$ cat config.mk
export PLATFORM = sky130hd
export DESIGN_NAME = llc_ctrl
export DESIGN_NICKNAME = d
export VERILOG_FILES = /design/src/core/llc_pkg.sv /design/src/core/llc_blank.sv /design/src/core/llc_ctrl.sv
export SDC_FILE = /design/constraint.sdc
export NUM_CORES = 1
export LEC_CHECK = 0
export BUFFER_PORTS_ARGS = -buffer_cell sky130_fd_sc_hd__buf_2
export CORE_AREA = 4 4 216 218
export CTS_CLUSTER_DIAMETER = 30
export DETAILED_ROUTE_END_ITERATION = 8
export DIE_AREA = 0 0 220 222
export PLACE_DENSITY = 0.45
export SETUP_SLACK_MARGIN = 0.02
export SYNTH_ARGS = -nofsm -noshare
export SYNTH_HDL_FRONTEND = slang
export SYNTH_SLANG_ARGS = --single-unit
$ cat constraint.sdc
create_clock -name clk -period 26.8 [get_ports clk]
set_input_delay 4.02 -clock clk [delete_from_list [all_inputs] [get_ports clk]]
set_output_delay 4.02 -clock clk [all_outputs]
set_load 0.01 [all_outputs]
$ cat src/core/llc_pkg.sv
// llc_pkg: constants for the light-load and latch-off control block.
// assumes a 20 MHz logic clock; analogue levels arrive as comparator flags and a coded feedback word.
package llc_pkg;
	// ------------------------------------------------------------
	// clock and timing
	// ------------------------------------------------------------
	localparam int CLK_HZ           = 20000000;
	localparam int HI_BLANK_US      = 50;
	localparam int LO_BLANK_US      = 350;
	localparam int HI_BLANK_CYC     = (HI_BLANK_US * (CLK_HZ / 1000000));
	localparam int LO_BLANK_CYC     = (LO_BLANK_US * (CLK_HZ / 1000000));
	localparam int SSTART_US        = 4000;
	localparam int SS_STEPS         = 15;
	localparam int SS_STEP_CYC      = (SSTART_US * (CLK_HZ / 1000000)) / SS_STEPS;
	localparam int NOM_FREQ_HZ      = 65000;
	localparam int MIN_FREQ_HZ      = 25000;
	localparam int MAX_DUTY_PCT     = 80;
	// ------------------------------------------------------------
	// feedback levels, coded 8 bit word
	// ------------------------------------------------------------
	localparam int FB_W             = 8;
	localparam logic [7:0] FB_FOLD_START = 8'h60;
	localparam logic [7:0] FB_FOLD_END   = 8'h30;
	localparam logic [7:0] FB_SKIP_IN    = 8'h20;
	localparam logic [7:0] FB_SKIP_OUT   = 8'h28;
	localparam int SS_W             = 4;
	typedef enum logic [2:0] {LLC_OFF, LLC_HICHK, LLC_SSTART, LLC_RUN, LLC_SKIP, LLC_LATCH} llc_state_e;
endpackage

$ cat src/core/llc_blank.sv
// llc_blank: excursion filter; output rises only after the input stays high for CYC cycles.
// assumes a synchronised input on the same clock.
`timescale 1ns/1ns
module llc_blank
	import llc_pkg::*;
#(
	parameter int CYC = 1000
) (
	input  wire logic clk,   // logic clock
	input  wire logic rst,   // sync reset
	input  wire logic ce,    // clock enable
	input  wire logic clr,   // hold filter idle
	input  wire logic din,   // raw trip flag
	output logic      dout   // filtered trip
);
	if (CYC < 1) $error("CYC must be at least 1");
	logic [$clog2(CYC+1)-1:0] cnt_r, cnt_nxt;
	logic                     out_r, out_nxt;
	always_comb begin
		cnt_nxt = cnt_r;
		out_nxt = out_r;
		if (clr || !din) begin
			cnt_nxt = '0;
			out_nxt = 1'b0;
		end else if (cnt_r == ($clog2(CYC+1))'(CYC - 1)) begin
			out_nxt = 1'b1;
		end else begin
			cnt_nxt = cnt_r + 1'b1;
		end
	end
	always_ff @(posedge clk) begin
		if (rst) begin
			cnt_r <= '0;
			out_r <= 1'b0;
		end else if (ce) begin
			cnt_r <= cnt_nxt;
			out_r <= out_nxt;
		end
	end
	assign dout = out_r;
endmodule

$ cat src/core/llc_ctrl.sv
// llc_ctrl: light-load foldback, skip mode, latch-off window and thermal shutdown sequencing.
// assumes comparator flags from the analogue front end; the current comparator is outside too, this block runs the pwm oscillator and drive.
//
// Behaviour
// - fold frequency linearly below foldback start level
// - peak current regulation stays active during foldback
// - no foldback while max duty terminates cycles
// - skip entry stops drive, cuts consumption
// - skip exit restarts drive above exit threshold
// - run only inside latch window, else latch
// - blank high 50us, low 350us excursions
// - only supply reset releases latch; overtemperature shutdown also releases it here
// - ignore latch input before ready to start
// - check high trip at turn-on first
// - honour low trip after soft-start only
// - double thermistor bias during soft-start
// - overtemperature stops switching, startup source, resets
// - cool-down re-enables startup source, normal start
// - soft-start staircase of 15 steps
`timescale 1ns/1ns
module llc_ctrl
	import llc_pkg::*;
#(
	parameter int HI_CYC   = HI_BLANK_CYC,
	parameter int LO_CYC   = LO_BLANK_CYC,
	parameter int STEP_CYC = SS_STEP_CYC,
	parameter int OSC_NOM  = CLK_HZ / NOM_FREQ_HZ,
	parameter int OSC_MAX  = CLK_HZ / MIN_FREQ_HZ
) (
	input  wire logic            clk,              // 20 MHz logic clock
	input  wire logic            rst,              // sync reset, active high
	input  wire logic            ce,               // clock enable
	input  wire logic            supply_on,        // supply reached turn-on level (pin domain)
	input  wire logic            supply_reset,     // supply fell to reset voltage (pin domain)
	input  wire logic            upper_trip,       // latch input above upper trip level (pin domain)
	input  wire logic            lower_trip,       // latch input below lower trip level (pin domain)
	input  wire logic            overtemp_hi,      // die above upper shutdown threshold (pin domain)
	input  wire logic            overtemp_lo,      // die below lower shutdown threshold (pin domain)
	input  wire logic            peak_reached,     // current sense hit setpoint (pin domain)
	input  wire logic [FB_W-1:0] feedback_input,   // coded feedback level (pin domain)
	output logic                 gate_drive_output,// drive to power switch
	output logic                 hv_startup_en,    // high_voltage_startup_pin source on
	output logic                 low_power,        // reduced internal consumption
	output logic                 ntc_double,       // softstart_bias_current selected
	output logic [SS_W-1:0]      ss_step,          // soft-start setpoint step
	output logic                 latched           // latched-off state
);
	if (OSC_MAX <= OSC_NOM || STEP_CYC < 1) $error("bad timing parameters");
	localparam int PW = $clog2(OSC_MAX + 1);
	localparam int SW = $clog2(STEP_CYC + 1);

	// ------------------------------------------------------------
	// input synchronisers
	// ------------------------------------------------------------
	localparam int NS = 8 + FB_W;
	logic [NS-1:0] s1_r, s2_r;
	always_ff @(posedge clk) begin
		if (rst) begin
			s1_r <= '0;
			s2_r <= '0;
		end else if (ce) begin
			s1_r <= {feedback_input, peak_reached, overtemp_lo, overtemp_hi,
				lower_trip, upper_trip, supply_reset, supply_on, 1'b0};
			s2_r <= s1_r;
		end
	end
	logic [FB_W-1:0] fb;
	logic peak_s, otl_s, oth_s, lo_s, hi_s, vrst_s, von_s;
	assign {fb, peak_s, otl_s, oth_s, lo_s, hi_s, vrst_s, von_s} = s2_r[NS-1:1];

	// ------------------------------------------------------------
	// state and filters
	// ------------------------------------------------------------
	llc_state_e st_r, st_nxt;
	logic hi_f, lo_f, hot_r, hot_nxt;
	wire  ready = (st_r != LLC_OFF);
	llc_blank #(.CYC(HI_CYC)) u_hi (.clk(clk), .rst(rst), .ce(ce),
		.clr(!ready), .din(hi_s), .dout(hi_f));
	llc_blank #(.CYC(LO_CYC)) u_lo (.clk(clk), .rst(rst), .ce(ce),
		.clr(!(st_r == LLC_RUN || st_r == LLC_SKIP)), .din(lo_s), .dout(lo_f));

	// period selection: linear between fold start and fold end
	function automatic logic [PW-1:0] period_of(input logic [FB_W-1:0] v);
		logic [31:0] span;
		span = 32'(OSC_MAX - OSC_NOM);
		if (v >= FB_FOLD_START)
			return PW'(OSC_NOM);
		else if (v <= FB_FOLD_END)
			return PW'(OSC_MAX);
		else
			return PW'(32'(OSC_NOM) + span * 32'(FB_FOLD_START - v) / 32'(FB_FOLD_START - FB_FOLD_END));
	endfunction

	// ------------------------------------------------------------
	// oscillator, duty and drive
	// ------------------------------------------------------------
	logic [PW-1:0]   ph_r, ph_nxt, per_r, per_nxt;
	logic [SW-1:0]   sc_r, sc_nxt;
	logic [SS_W-1:0] ss_r, ss_nxt;
	logic            drv_r, drv_nxt, maxd_r, maxd_nxt;
	logic            hv_r, hv_nxt, lp_r, lp_nxt, nd_r, nd_nxt;
	wire             switching = (st_r == LLC_SSTART || st_r == LLC_RUN);

	always_comb begin
		st_nxt   = st_r;
		hot_nxt  = hot_r;
		ph_nxt   = ph_r;
		per_nxt  = per_r;
		sc_nxt   = sc_r;
		ss_nxt   = ss_r;
		drv_nxt  = 1'b0;
		maxd_nxt = maxd_r;
		unique case (st_r)
			LLC_OFF: begin
				if (von_s && !hot_r)
					st_nxt = LLC_HICHK;
			end
			LLC_HICHK: begin
				if (hi_s)
					st_nxt = LLC_LATCH;
				else
					st_nxt = LLC_SSTART;
			end
			LLC_SSTART: begin
				if (sc_r == SW'(STEP_CYC - 1)) begin
					sc_nxt = '0;
					if (ss_r == SS_W'(SS_STEPS))
						st_nxt = LLC_RUN;
					else
						ss_nxt = ss_r + 1'b1;
				end else begin
					sc_nxt = sc_r + 1'b1;
				end
			end
			LLC_RUN: begin
				if (fb <= FB_SKIP_IN)
					st_nxt = LLC_SKIP;
			end
			LLC_SKIP: begin
				if (fb > FB_SKIP_OUT)
					st_nxt = LLC_RUN;
			end
			LLC_LATCH: ;
		endcase
		if (switching) begin
			if (ph_r >= per_r - 1'b1) begin
				ph_nxt = '0;
				// no foldback, nominal period, while the previous cycle ended on max duty
				per_nxt = maxd_r ? PW'(OSC_NOM) : period_of(fb);
				maxd_nxt = 1'b0;
			end else begin
				ph_nxt = ph_r + 1'b1;
			end
			// on from phase 0 until peak current or max duty ends the cycle
			// duty limit judged on the next phase, else the wrap itself would keep drive off
			if (ph_nxt == '0)
				drv_nxt = 1'b1;
			else if (drv_r && peak_s)
				drv_nxt = 1'b0;
			else if (ph_nxt >= PW'((32'(per_r) * MAX_DUTY_PCT) / 100)) begin
				drv_nxt = 1'b0;
				if (drv_r)
					maxd_nxt = 1'b1;
			end else
				drv_nxt = drv_r;
		end else begin
			ph_nxt = '0;
		end
		if (ready && st_r != LLC_LATCH && (hi_f || lo_f))
			st_nxt = LLC_LATCH;
		if (!(st_r == LLC_SSTART || st_r == LLC_HICHK)) begin
			ss_nxt = (st_r == LLC_OFF) ? '0 : ss_r;
			sc_nxt = '0;
		end
		if (oth_s) begin
			hot_nxt = 1'b1;
			st_nxt  = LLC_OFF;
			drv_nxt = 1'b0;
			ss_nxt  = '0;
		end else if (otl_s)
			hot_nxt = 1'b0;
		if (vrst_s) begin
			st_nxt  = LLC_OFF;
			drv_nxt = 1'b0;
		end
		if (st_nxt == LLC_LATCH)
			drv_nxt = 1'b0;
		hv_nxt = !hot_nxt;
		lp_nxt = (st_nxt == LLC_SKIP);
		nd_nxt = (st_nxt == LLC_SSTART);
		if (st_nxt == LLC_SKIP)
			drv_nxt = 1'b0;
	end

	always_ff @(posedge clk) begin
		if (rst) begin
			st_r   <= LLC_OFF;
			hot_r  <= 1'b0;
			ph_r   <= '0;
			per_r  <= PW'(OSC_NOM);
			sc_r   <= '0;
			ss_r   <= '0;
			drv_r  <= 1'b0;
			maxd_r <= 1'b0;
			hv_r   <= 1'b1;
			lp_r   <= 1'b0;
			nd_r   <= 1'b0;
		end else if (ce) begin
			st_r   <= st_nxt;
			hot_r  <= hot_nxt;
			ph_r   <= ph_nxt;
			per_r  <= per_nxt;
			sc_r   <= sc_nxt;
			ss_r   <= ss_nxt;
			drv_r  <= drv_nxt;
			maxd_r <= maxd_nxt;
			hv_r   <= hv_nxt;
			lp_r   <= lp_nxt;
			nd_r   <= nd_nxt;
		end
	end

	// ------------------------------------------------------------
	// outputs
	// ------------------------------------------------------------
	logic lat_r;
	always_ff @(posedge clk) begin
		if (rst)
			lat_r <= 1'b0;
		else if (ce)
			lat_r <= (st_nxt == LLC_LATCH);
	end
	assign gate_drive_output = drv_r;
	assign hv_startup_en     = hv_r;
	assign low_power         = lp_r;
	assign ntc_double        = nd_r;
	assign ss_step           = ss_r;
	assign latched           = lat_r;
endmodule

Word level (Yosys, flattened, before mapping):

Index checks and enable logic that the tools add are counted.

* divide/modulo/power cells: 2
* reductions and logical operators: 31
* multiplexer cells: 48
* multiply operators: 2
* equality and inequality tests: 19
* magnitude comparators: 6
* add/subtract/negate cells: 8

Operators with widths (number)
* 2-to-1 mux 10 bit: 8
* 2-to-1 mux 13 bit: 5
* divider 17 x 7 -> 32 bit, second input constant: 1
* divider 32 x 6 -> 32 bit, second input constant: 1
* 2-to-1 mux 3 bit: 9
* adder 13 x 1 -> 13 bit, second input constant: 2
* == test 13 bit, second input constant: 2
* 2-to-1 mux 4 bit: 6
* adder 10 x 1 -> 10 bit, second input constant: 2
* >= comparator 10 bit: 2
* multiplier 10 x 9 -> 19 bit, first input constant: 1
* 2-to-1 mux 1 bit: 19
* <= comparator 8 x 6 -> 1 bit, second input constant: 2
* one-hot mux 3 bit (5 select lines): 1
* AND reduction 2 bit: 7
* multiplier 10 x 3 -> 13 bit, second input constant: 1
* != test 3 bit, second input constant: 4
* adder 9 x 10 -> 10 bit, first input constant: 1
* == test 10 bit, second input constant: 1
* logical NOT 10 bit: 1
* subtractor 10 x 1 -> 10 bit, second input constant: 1
* == test 3 x 2 -> 1 bit, second input constant: 3
* == test 3 bit, second input constant: 3
* subtractor 7 x 8 -> 9 bit, first input constant: 1
* other kinds (16): 32

* register bits after elaboration: 102

Logic depth before layout (Yosys ltp):

* word-level depth: 13
* gate-level depth with buffers: 52
* mapped depth without buffers: 50

By module:

A second synthesis with hierarchy kept.

* cells, all modules: 1563
* area, all modules: 11691.2 µm²

Modules (own cells, without submodules)
* llc_ctrl: area each 10319.9 µm², instances 1, cells an instance 1394
* llc_blank at u_lo: area each 729.4 µm², instances 1, cells an instance 95
* llc_blank at u_hi: area each 641.9 µm², instances 1, cells an instance 74

Worst setup path after synthesis:

Ideal clock, no wire load.

* kind: register to register
* start: register s2_r[8]
* end: register per_r[8]
* clock period less this slack: 9906 ps
* arrival time: 9782 ps
* cell stages (with the launch flop): 46
* path slack: 16894 ps
* required time: 26676 ps
* path buffers: 2
* path through: dfxtp_1 > clkbuf_1 > inv_1 > ha_1 > xor2_1 > inv_1 > ha_1 > xnor2_1 > fa_1 > inv_1 > fa_1 > inv_1 > fa_1 > inv_1 > fa_1 > ha_1 > nor2b_1 > o21ai_0 > (+10 left out) > or2_2 > nand2_1 > mux4_2 > nor3b_1 > or3b_2 > clkbuf_1 > nand2b_1 > o21ai_0 > a221oi_1 > o32ai_1 > a31oi_1 > ha_1 > o21ai_0 > a21oi_1 > nor2b_1 > nand2b_1 > xnor2_1 > a21oi_1

* cells in the longest elaborated chain, start to end: 7
* elaborated cells on any way between the ends: 9
* classes of those cells: 2 x add/sub; 1 x mul; 1 x div; 2 x order compare; 3 x mux

RTL lines
* from (decl): line llc_ctrl.sv:56 `logic [NS-1:0] s1_r, s2_r;`
* from (signal assigned): line llc_ctrl.sv:64 `s2_r <= s1_r;`
* subtractor 7 x 8 -> 9 bit: line llc_ctrl.sv:91 `return PW'(32'(OSC_NOM) + span * 32'(FB_FOLD_START - v) / 32'(FB_FOLD_START - FB_FOLD_END));`
* multiplier 10 x 9 -> 19 bit: line llc_ctrl.sv:91
* divider 32 x 6 -> 32 bit: line llc_ctrl.sv:91
* adder 9 x 10 -> 10 bit: line llc_ctrl.sv:91
* 2-to-1 mux 10 bit: line llc_ctrl.sv:88 `else if (v <= FB_FOLD_END)`
* 2-to-1 mux 10 bit (*): line llc_ctrl.sv:86 `if (v >= FB_FOLD_START)`
* 2-to-1 mux 10 bit (*): line llc_ctrl.sv:149 `per_nxt = maxd_r ? PW'(OSC_NOM) : period_of(fb);`
* to (signal assigned): line llc_ctrl.sv:200 `per_r <= PW'(OSC_NOM);`
* to (signal assigned): line llc_ctrl.sv:212 `per_r <= per_nxt;`
* to (decl): line llc_ctrl.sv:97 `logic [PW-1:0] ph_r, ph_nxt, per_r, per_nxt;`

Mark *: on every way between the ends. The rest lies on a longest branch, timed or not.
A chain may end at the register's enable or synchronous reset.

Final worst setup path:

* start: register s2_r[8]
* end: register per_r[6]

The elaborated chain is that of the path after synthesis.

==> impl_results.rst <==
.. list-table::
   :header-rows: 1

   * - Metric
     - Value
   * - Worst reg2reg path depth
     - 43
   * - Die footprint
     - 48800 um^2
   * - DP Wirelength
     - 21200 um
   * - Yosys warning count
     - 0
   * - Largest driver fanout on the critical path
     - 16
   * - Slack of the worst reg-to-reg path
     - 15.54 ns
   * - Final period util
     - 42.0%
   * - Clock-pin slew of the registers on the worst-case setup and hold paths
     - 0.07 ns
   * - Prevailing post-synth register cell
     - sky130_fd_sc_hd__dfxtp_1
   * - Final critical-path required period
     - 11.26 ns
   * - Number of flops mapped to enable cells by yosys
     - 0
   * - Number of buffers inserted by hold repair at cts
     - 0
   * - Area added between synthesis and finish
     - 8.76%
   * - Weighted congestion reported at the end of routability-driven placement
     - 0.832
   * - Worst Hold Path EP
     - u_hi.dout
   * - Share of layout cells above drive strength 1
     - 8.67%
   * - Number of diodes
     - 0
   * - Sequential share of the synthesized area
     - 18.4%
   * - Starting utilization of the core area
     - 24.7%
   * - Vias per cell
     - 4.94
   * - Final setup viols
     - 0
   * - Hold violation count in the final report
     - 0
   * - Unrepaired setup endpoints after global routing
     - no
   * - Total GRT Usage
     - 11.1%
   * - End of the worst register-to-register path
     - per_r[6]
   * - Worst min-delay path class
     - reg -> reg
   * - Clock latency on the worst-skew pair
     - 0.35 ns
   * - DRC viols
     - 0
   * - Worst Max-Slew Pin Slew
     - 0.942 ns
   * - Share of Yosys cell area claimed by the top area cell type
     - 18.4%
   * - Worst hold path cell count
     - 2
   * - Startpoint of the lowest-slack register-to-register path
     - s2_r[8]
   * - Class of the most critical setup path
     - reg -> reg
   * - Number of buffers inserted by post-CTS setup repair
     - 0
   * - Remaining antenna violation count
     - 0
   * - Cell types with the largest area share after synthesis
     - sky130_fd_sc_hd__dfxtp_1, sky130_fd_sc_hd__ha_1, sky130_fd_sc_hd__nor2_1
   * - Area of the core
     - 44900 um^2
   * - Maxcap violations
     - 0
   * - Global-route wire length before repair
     - 46500 um
   * - Most repeated library cell on the critical path
     - sky130_fd_sc_hd__o21ai_0
   * - Vias in the first global route
     - 9350
   * - Async SR Flop Fraction
     - 0%
   * - Count of vias placed by the detailed router
     - 9917
   * - Number of CTS-inserted buffers
     - 9
   * - Number of pins with negative max-slew slack in the final report
     - 0
   * - Critical Path Start Type
     - flip-flop
   * - Post-cts sizing count
     - 0
   * - Number of levels in the clock H-tree
     - 3
   * - Initial antenna violation count
     - 0
   * - Most frequently used cell type in the post-synthesis netlist
     - sky130_fd_sc_hd__nor2_1
   * - Total of fill cells in the finished design
     - 4990
   * - Sort of element at the end of the critical path
     - flip-flop
   * - Top cells by count, synth
     - sky130_fd_sc_hd__nor2_1, sky130_fd_sc_hd__dfxtp_1, sky130_fd_sc_hd__inv_1
   * - Root buffer selected by CTS
     - sky130_fd_sc_hd__clkbuf_16
   * - Post-layout net count
     - 1545
   * - DIE HEIGHT
     - 222 um
   * - Biggest area consumer among synthesized cells
     - sky130_fd_sc_hd__dfxtp_1
   * - Critical-path cell with the highest stage delay
     - sky130_fd_sc_hd__or3b_2
   * - Outcome
     - completed
   * - Mean cell area of the mapped netlist
     - 7.84 um^2
   * - Total Neg Setup Slack
     - 0 ns
   * - Maximum clock skew at final layout
     - 0.0134 ns
   * - Sinks on the clock net
     - 102
   * - Gate count after technology mapping
     - 1413
   * - Largest net degree at the start of global routing
     - 75
   * - Achievable clock frequency
     - 88.8 MHz
   * - Overall overflow remaining after global route
     - 0
   * - Critical path's largest stage delay
     - 0.64 ns
   * - Worst Min Path Start
     - u_hi.dout
   * - Post-DR wirelength/cell
     - 13.5 um
   * - Summed instance area of the synthesized netlist
     - 11100 um^2
   * - Num ports
     - 27
   * - CTS tree
     - built
   * - Number of buffers inserted by port buffering
     - 26
   * - First DRT Iteration DRCs
     - 688
   * - CP Data Arrival Time
     - 11.48 ns
   * - Maximum buffer depth of the clock tree
     - 2
   * - Number of optimization iterations in the first detailed-route pass
     - 7
   * - Post-Synthesis Net Count
     - 1556
   * - Final wirelength
     - 27200 um
   * - Die outline width
     - 220 um
   * - Required time of the critical path
     - 27.01 ns
   * - Count of unique library cells instantiated by Yosys
     - 118
   * - Rows
     - 78
   * - Flop and latch count out of synthesis
     - 102
   * - Worst rel slew slack
     - 36.7%
==> kinds of logic (layout without fill, tap and decap cells) <==
kind of cell    after synthesis  in the layout  share of synthesized area (%)
simple gates                508            508                           22.3
compound gates              384            384                           25.3
buf+inv                     157            151                           5.61
fa+ha+maj                   125            125                           15.9
flops                       102            102                           18.4
xor+xnor                     92             92                           8.00
mux                          45             45                           4.46
==> sequential cells by signal (all words and copies together), names as in the netlist <==
name and flops:
s1_r 15, sc_r 13, st_r 3, ss_step 4
low_power 1, maxd_r 1, ph_r 10, per_r 10
gate_drive_output 1, hot_r 1, latched 1, u_lo.dout 1
ntc_double 1, u_lo.cnt_r 13, u_hi.dout 1, hv_startup_en 1
u_hi.cnt_r 10, s2_r 15
==> area by class of cell <==
class | count | area [um^2] | share of cell area, %
Sequential cell | 102 | 2040 | 16.9
Clock inverter | 5 | 32.5 | 0.270
Multi-Input combinational cell | 1154 | 8420 | 69.8
Timing Repair Buffer | 30 | 160 | 1.33
Clock buffer | 11 | 253 | 2.10
Inverter | 105 | 397 | 3.29
Tap cell | 600 | 751 | 6.23
==> layer usage <==
| layer | track usage (%) | vias to the layer above | part of all wire, % |
|---|---|---|---|
| met2 | 17.8 | 166 | 45 |
| met5 | 0 | - | 0 |
| met4 | 2.23 | 0 | 0.94 |
| met1 | 16.1 | 4653 | 51 |
| met3 | 1.23 | 17 | 2.6 |
| li1 | - | 5081 | - |
==> worst max path at each step <==
stage                     slack [ns]       end  startpoint
after floorplan                16.89  per_r[8]     s2_r[8]
after global placement         15.43  per_r[6]     s2_r[8]
after detailed placement       15.44  per_r[6]     s2_r[8]
after CTS                      15.42  per_r[6]     s2_r[8]
after global routing           14.49  per_r[6]     s2_r[8]
final                          15.54  per_r[6]     s2_r[8]
==> critical path, delay by kind of cell, from the launching register on <==
kind,cells,cell delay [ns]
and+or+nand+nor,9,2.48
adders and majority gates,7,2.84
AOI/OAI and AO/OA,17,3.18
muxes,2,0.89
xor gates and xnor gates,3,0.91
DFF,1,0.42
buffers and inverters,5,0.39
==> through the flow <==
stage               hold WS, ns  util [%]  setup slack (ns)  instances  area, um^2
floorplan                 0.438         -             16.89       1413       11100
global placement          0.447      26.2             15.43       1991       11800
detailed placement        0.455      26.2             15.44       1991       11800
CTS                       0.476      26.8             15.42       2007       12100
global route              0.506      26.8             14.49       2007       12100
finish                    0.473      26.8             15.54       2007       12100
==> cell usage in the layout (no fill, tap or decap), types with 5 or more instances in the layout <==
cell / netlist / layout
sky130_fd_sc_hd__o21ai_1: 6 / 6
sky130_fd_sc_hd__fa_1: 27 / 27
sky130_fd_sc_hd__nand4_1: 18 / 18
sky130_fd_sc_hd__nand2_1: 95 / 95
sky130_fd_sc_hd__o211ai_1: 11 / 11
sky130_fd_sc_hd__or3_1: 20 / 20
sky130_fd_sc_hd__ha_1: 98 / 98
sky130_fd_sc_hd__inv_1: 100 / 100
sky130_fd_sc_hd__o22ai_1: 9 / 9
sky130_fd_sc_hd__a31oi_1: 15 / 15
sky130_fd_sc_hd__clkbuf_16: 0 / 9
sky130_fd_sc_hd__o21a_1: 10 / 10
sky130_fd_sc_hd__nor2_1: 186 / 186
sky130_fd_sc_hd__xnor2_1: 47 / 47
sky130_fd_sc_hd__nor3_1: 31 / 31
sky130_fd_sc_hd__nand3_1: 49 / 49
sky130_fd_sc_hd__xor2_1: 38 / 38
sky130_fd_sc_hd__o21ai_0: 75 / 75
sky130_fd_sc_hd__dfxtp_1: 102 / 102
sky130_fd_sc_hd__a21oi_2: 6 / 6
sky130_fd_sc_hd__o31ai_1: 5 / 5
sky130_fd_sc_hd__a311oi_1: 5 / 5
sky130_fd_sc_hd__nand2b_1: 21 / 21
sky130_fd_sc_hd__a21o_1: 20 / 20
sky130_fd_sc_hd__a21boi_0: 5 / 5
sky130_fd_sc_hd__a211o_1: 8 / 8
sky130_fd_sc_hd__nor4_1: 16 / 16
sky130_fd_sc_hd__a21oi_1: 83 / 83
sky130_fd_sc_hd__buf_2: 5 / 26
sky130_fd_sc_hd__and3_1: 12 / 12
sky130_fd_sc_hd__or2_2: 7 / 7
sky130_fd_sc_hd__nor2b_1: 17 / 17
sky130_fd_sc_hd__a211oi_1: 15 / 15
sky130_fd_sc_hd__a22o_1: 5 / 5
sky130_fd_sc_hd__mux2i_1: 39 / 39
sky130_fd_sc_hd__a22oi_1: 21 / 21
sky130_fd_sc_hd__and2_1: 7 / 7
Power is not shown: default switching activity piles up to over one toggle a cycle in this logic, so the estimate is an artifact.
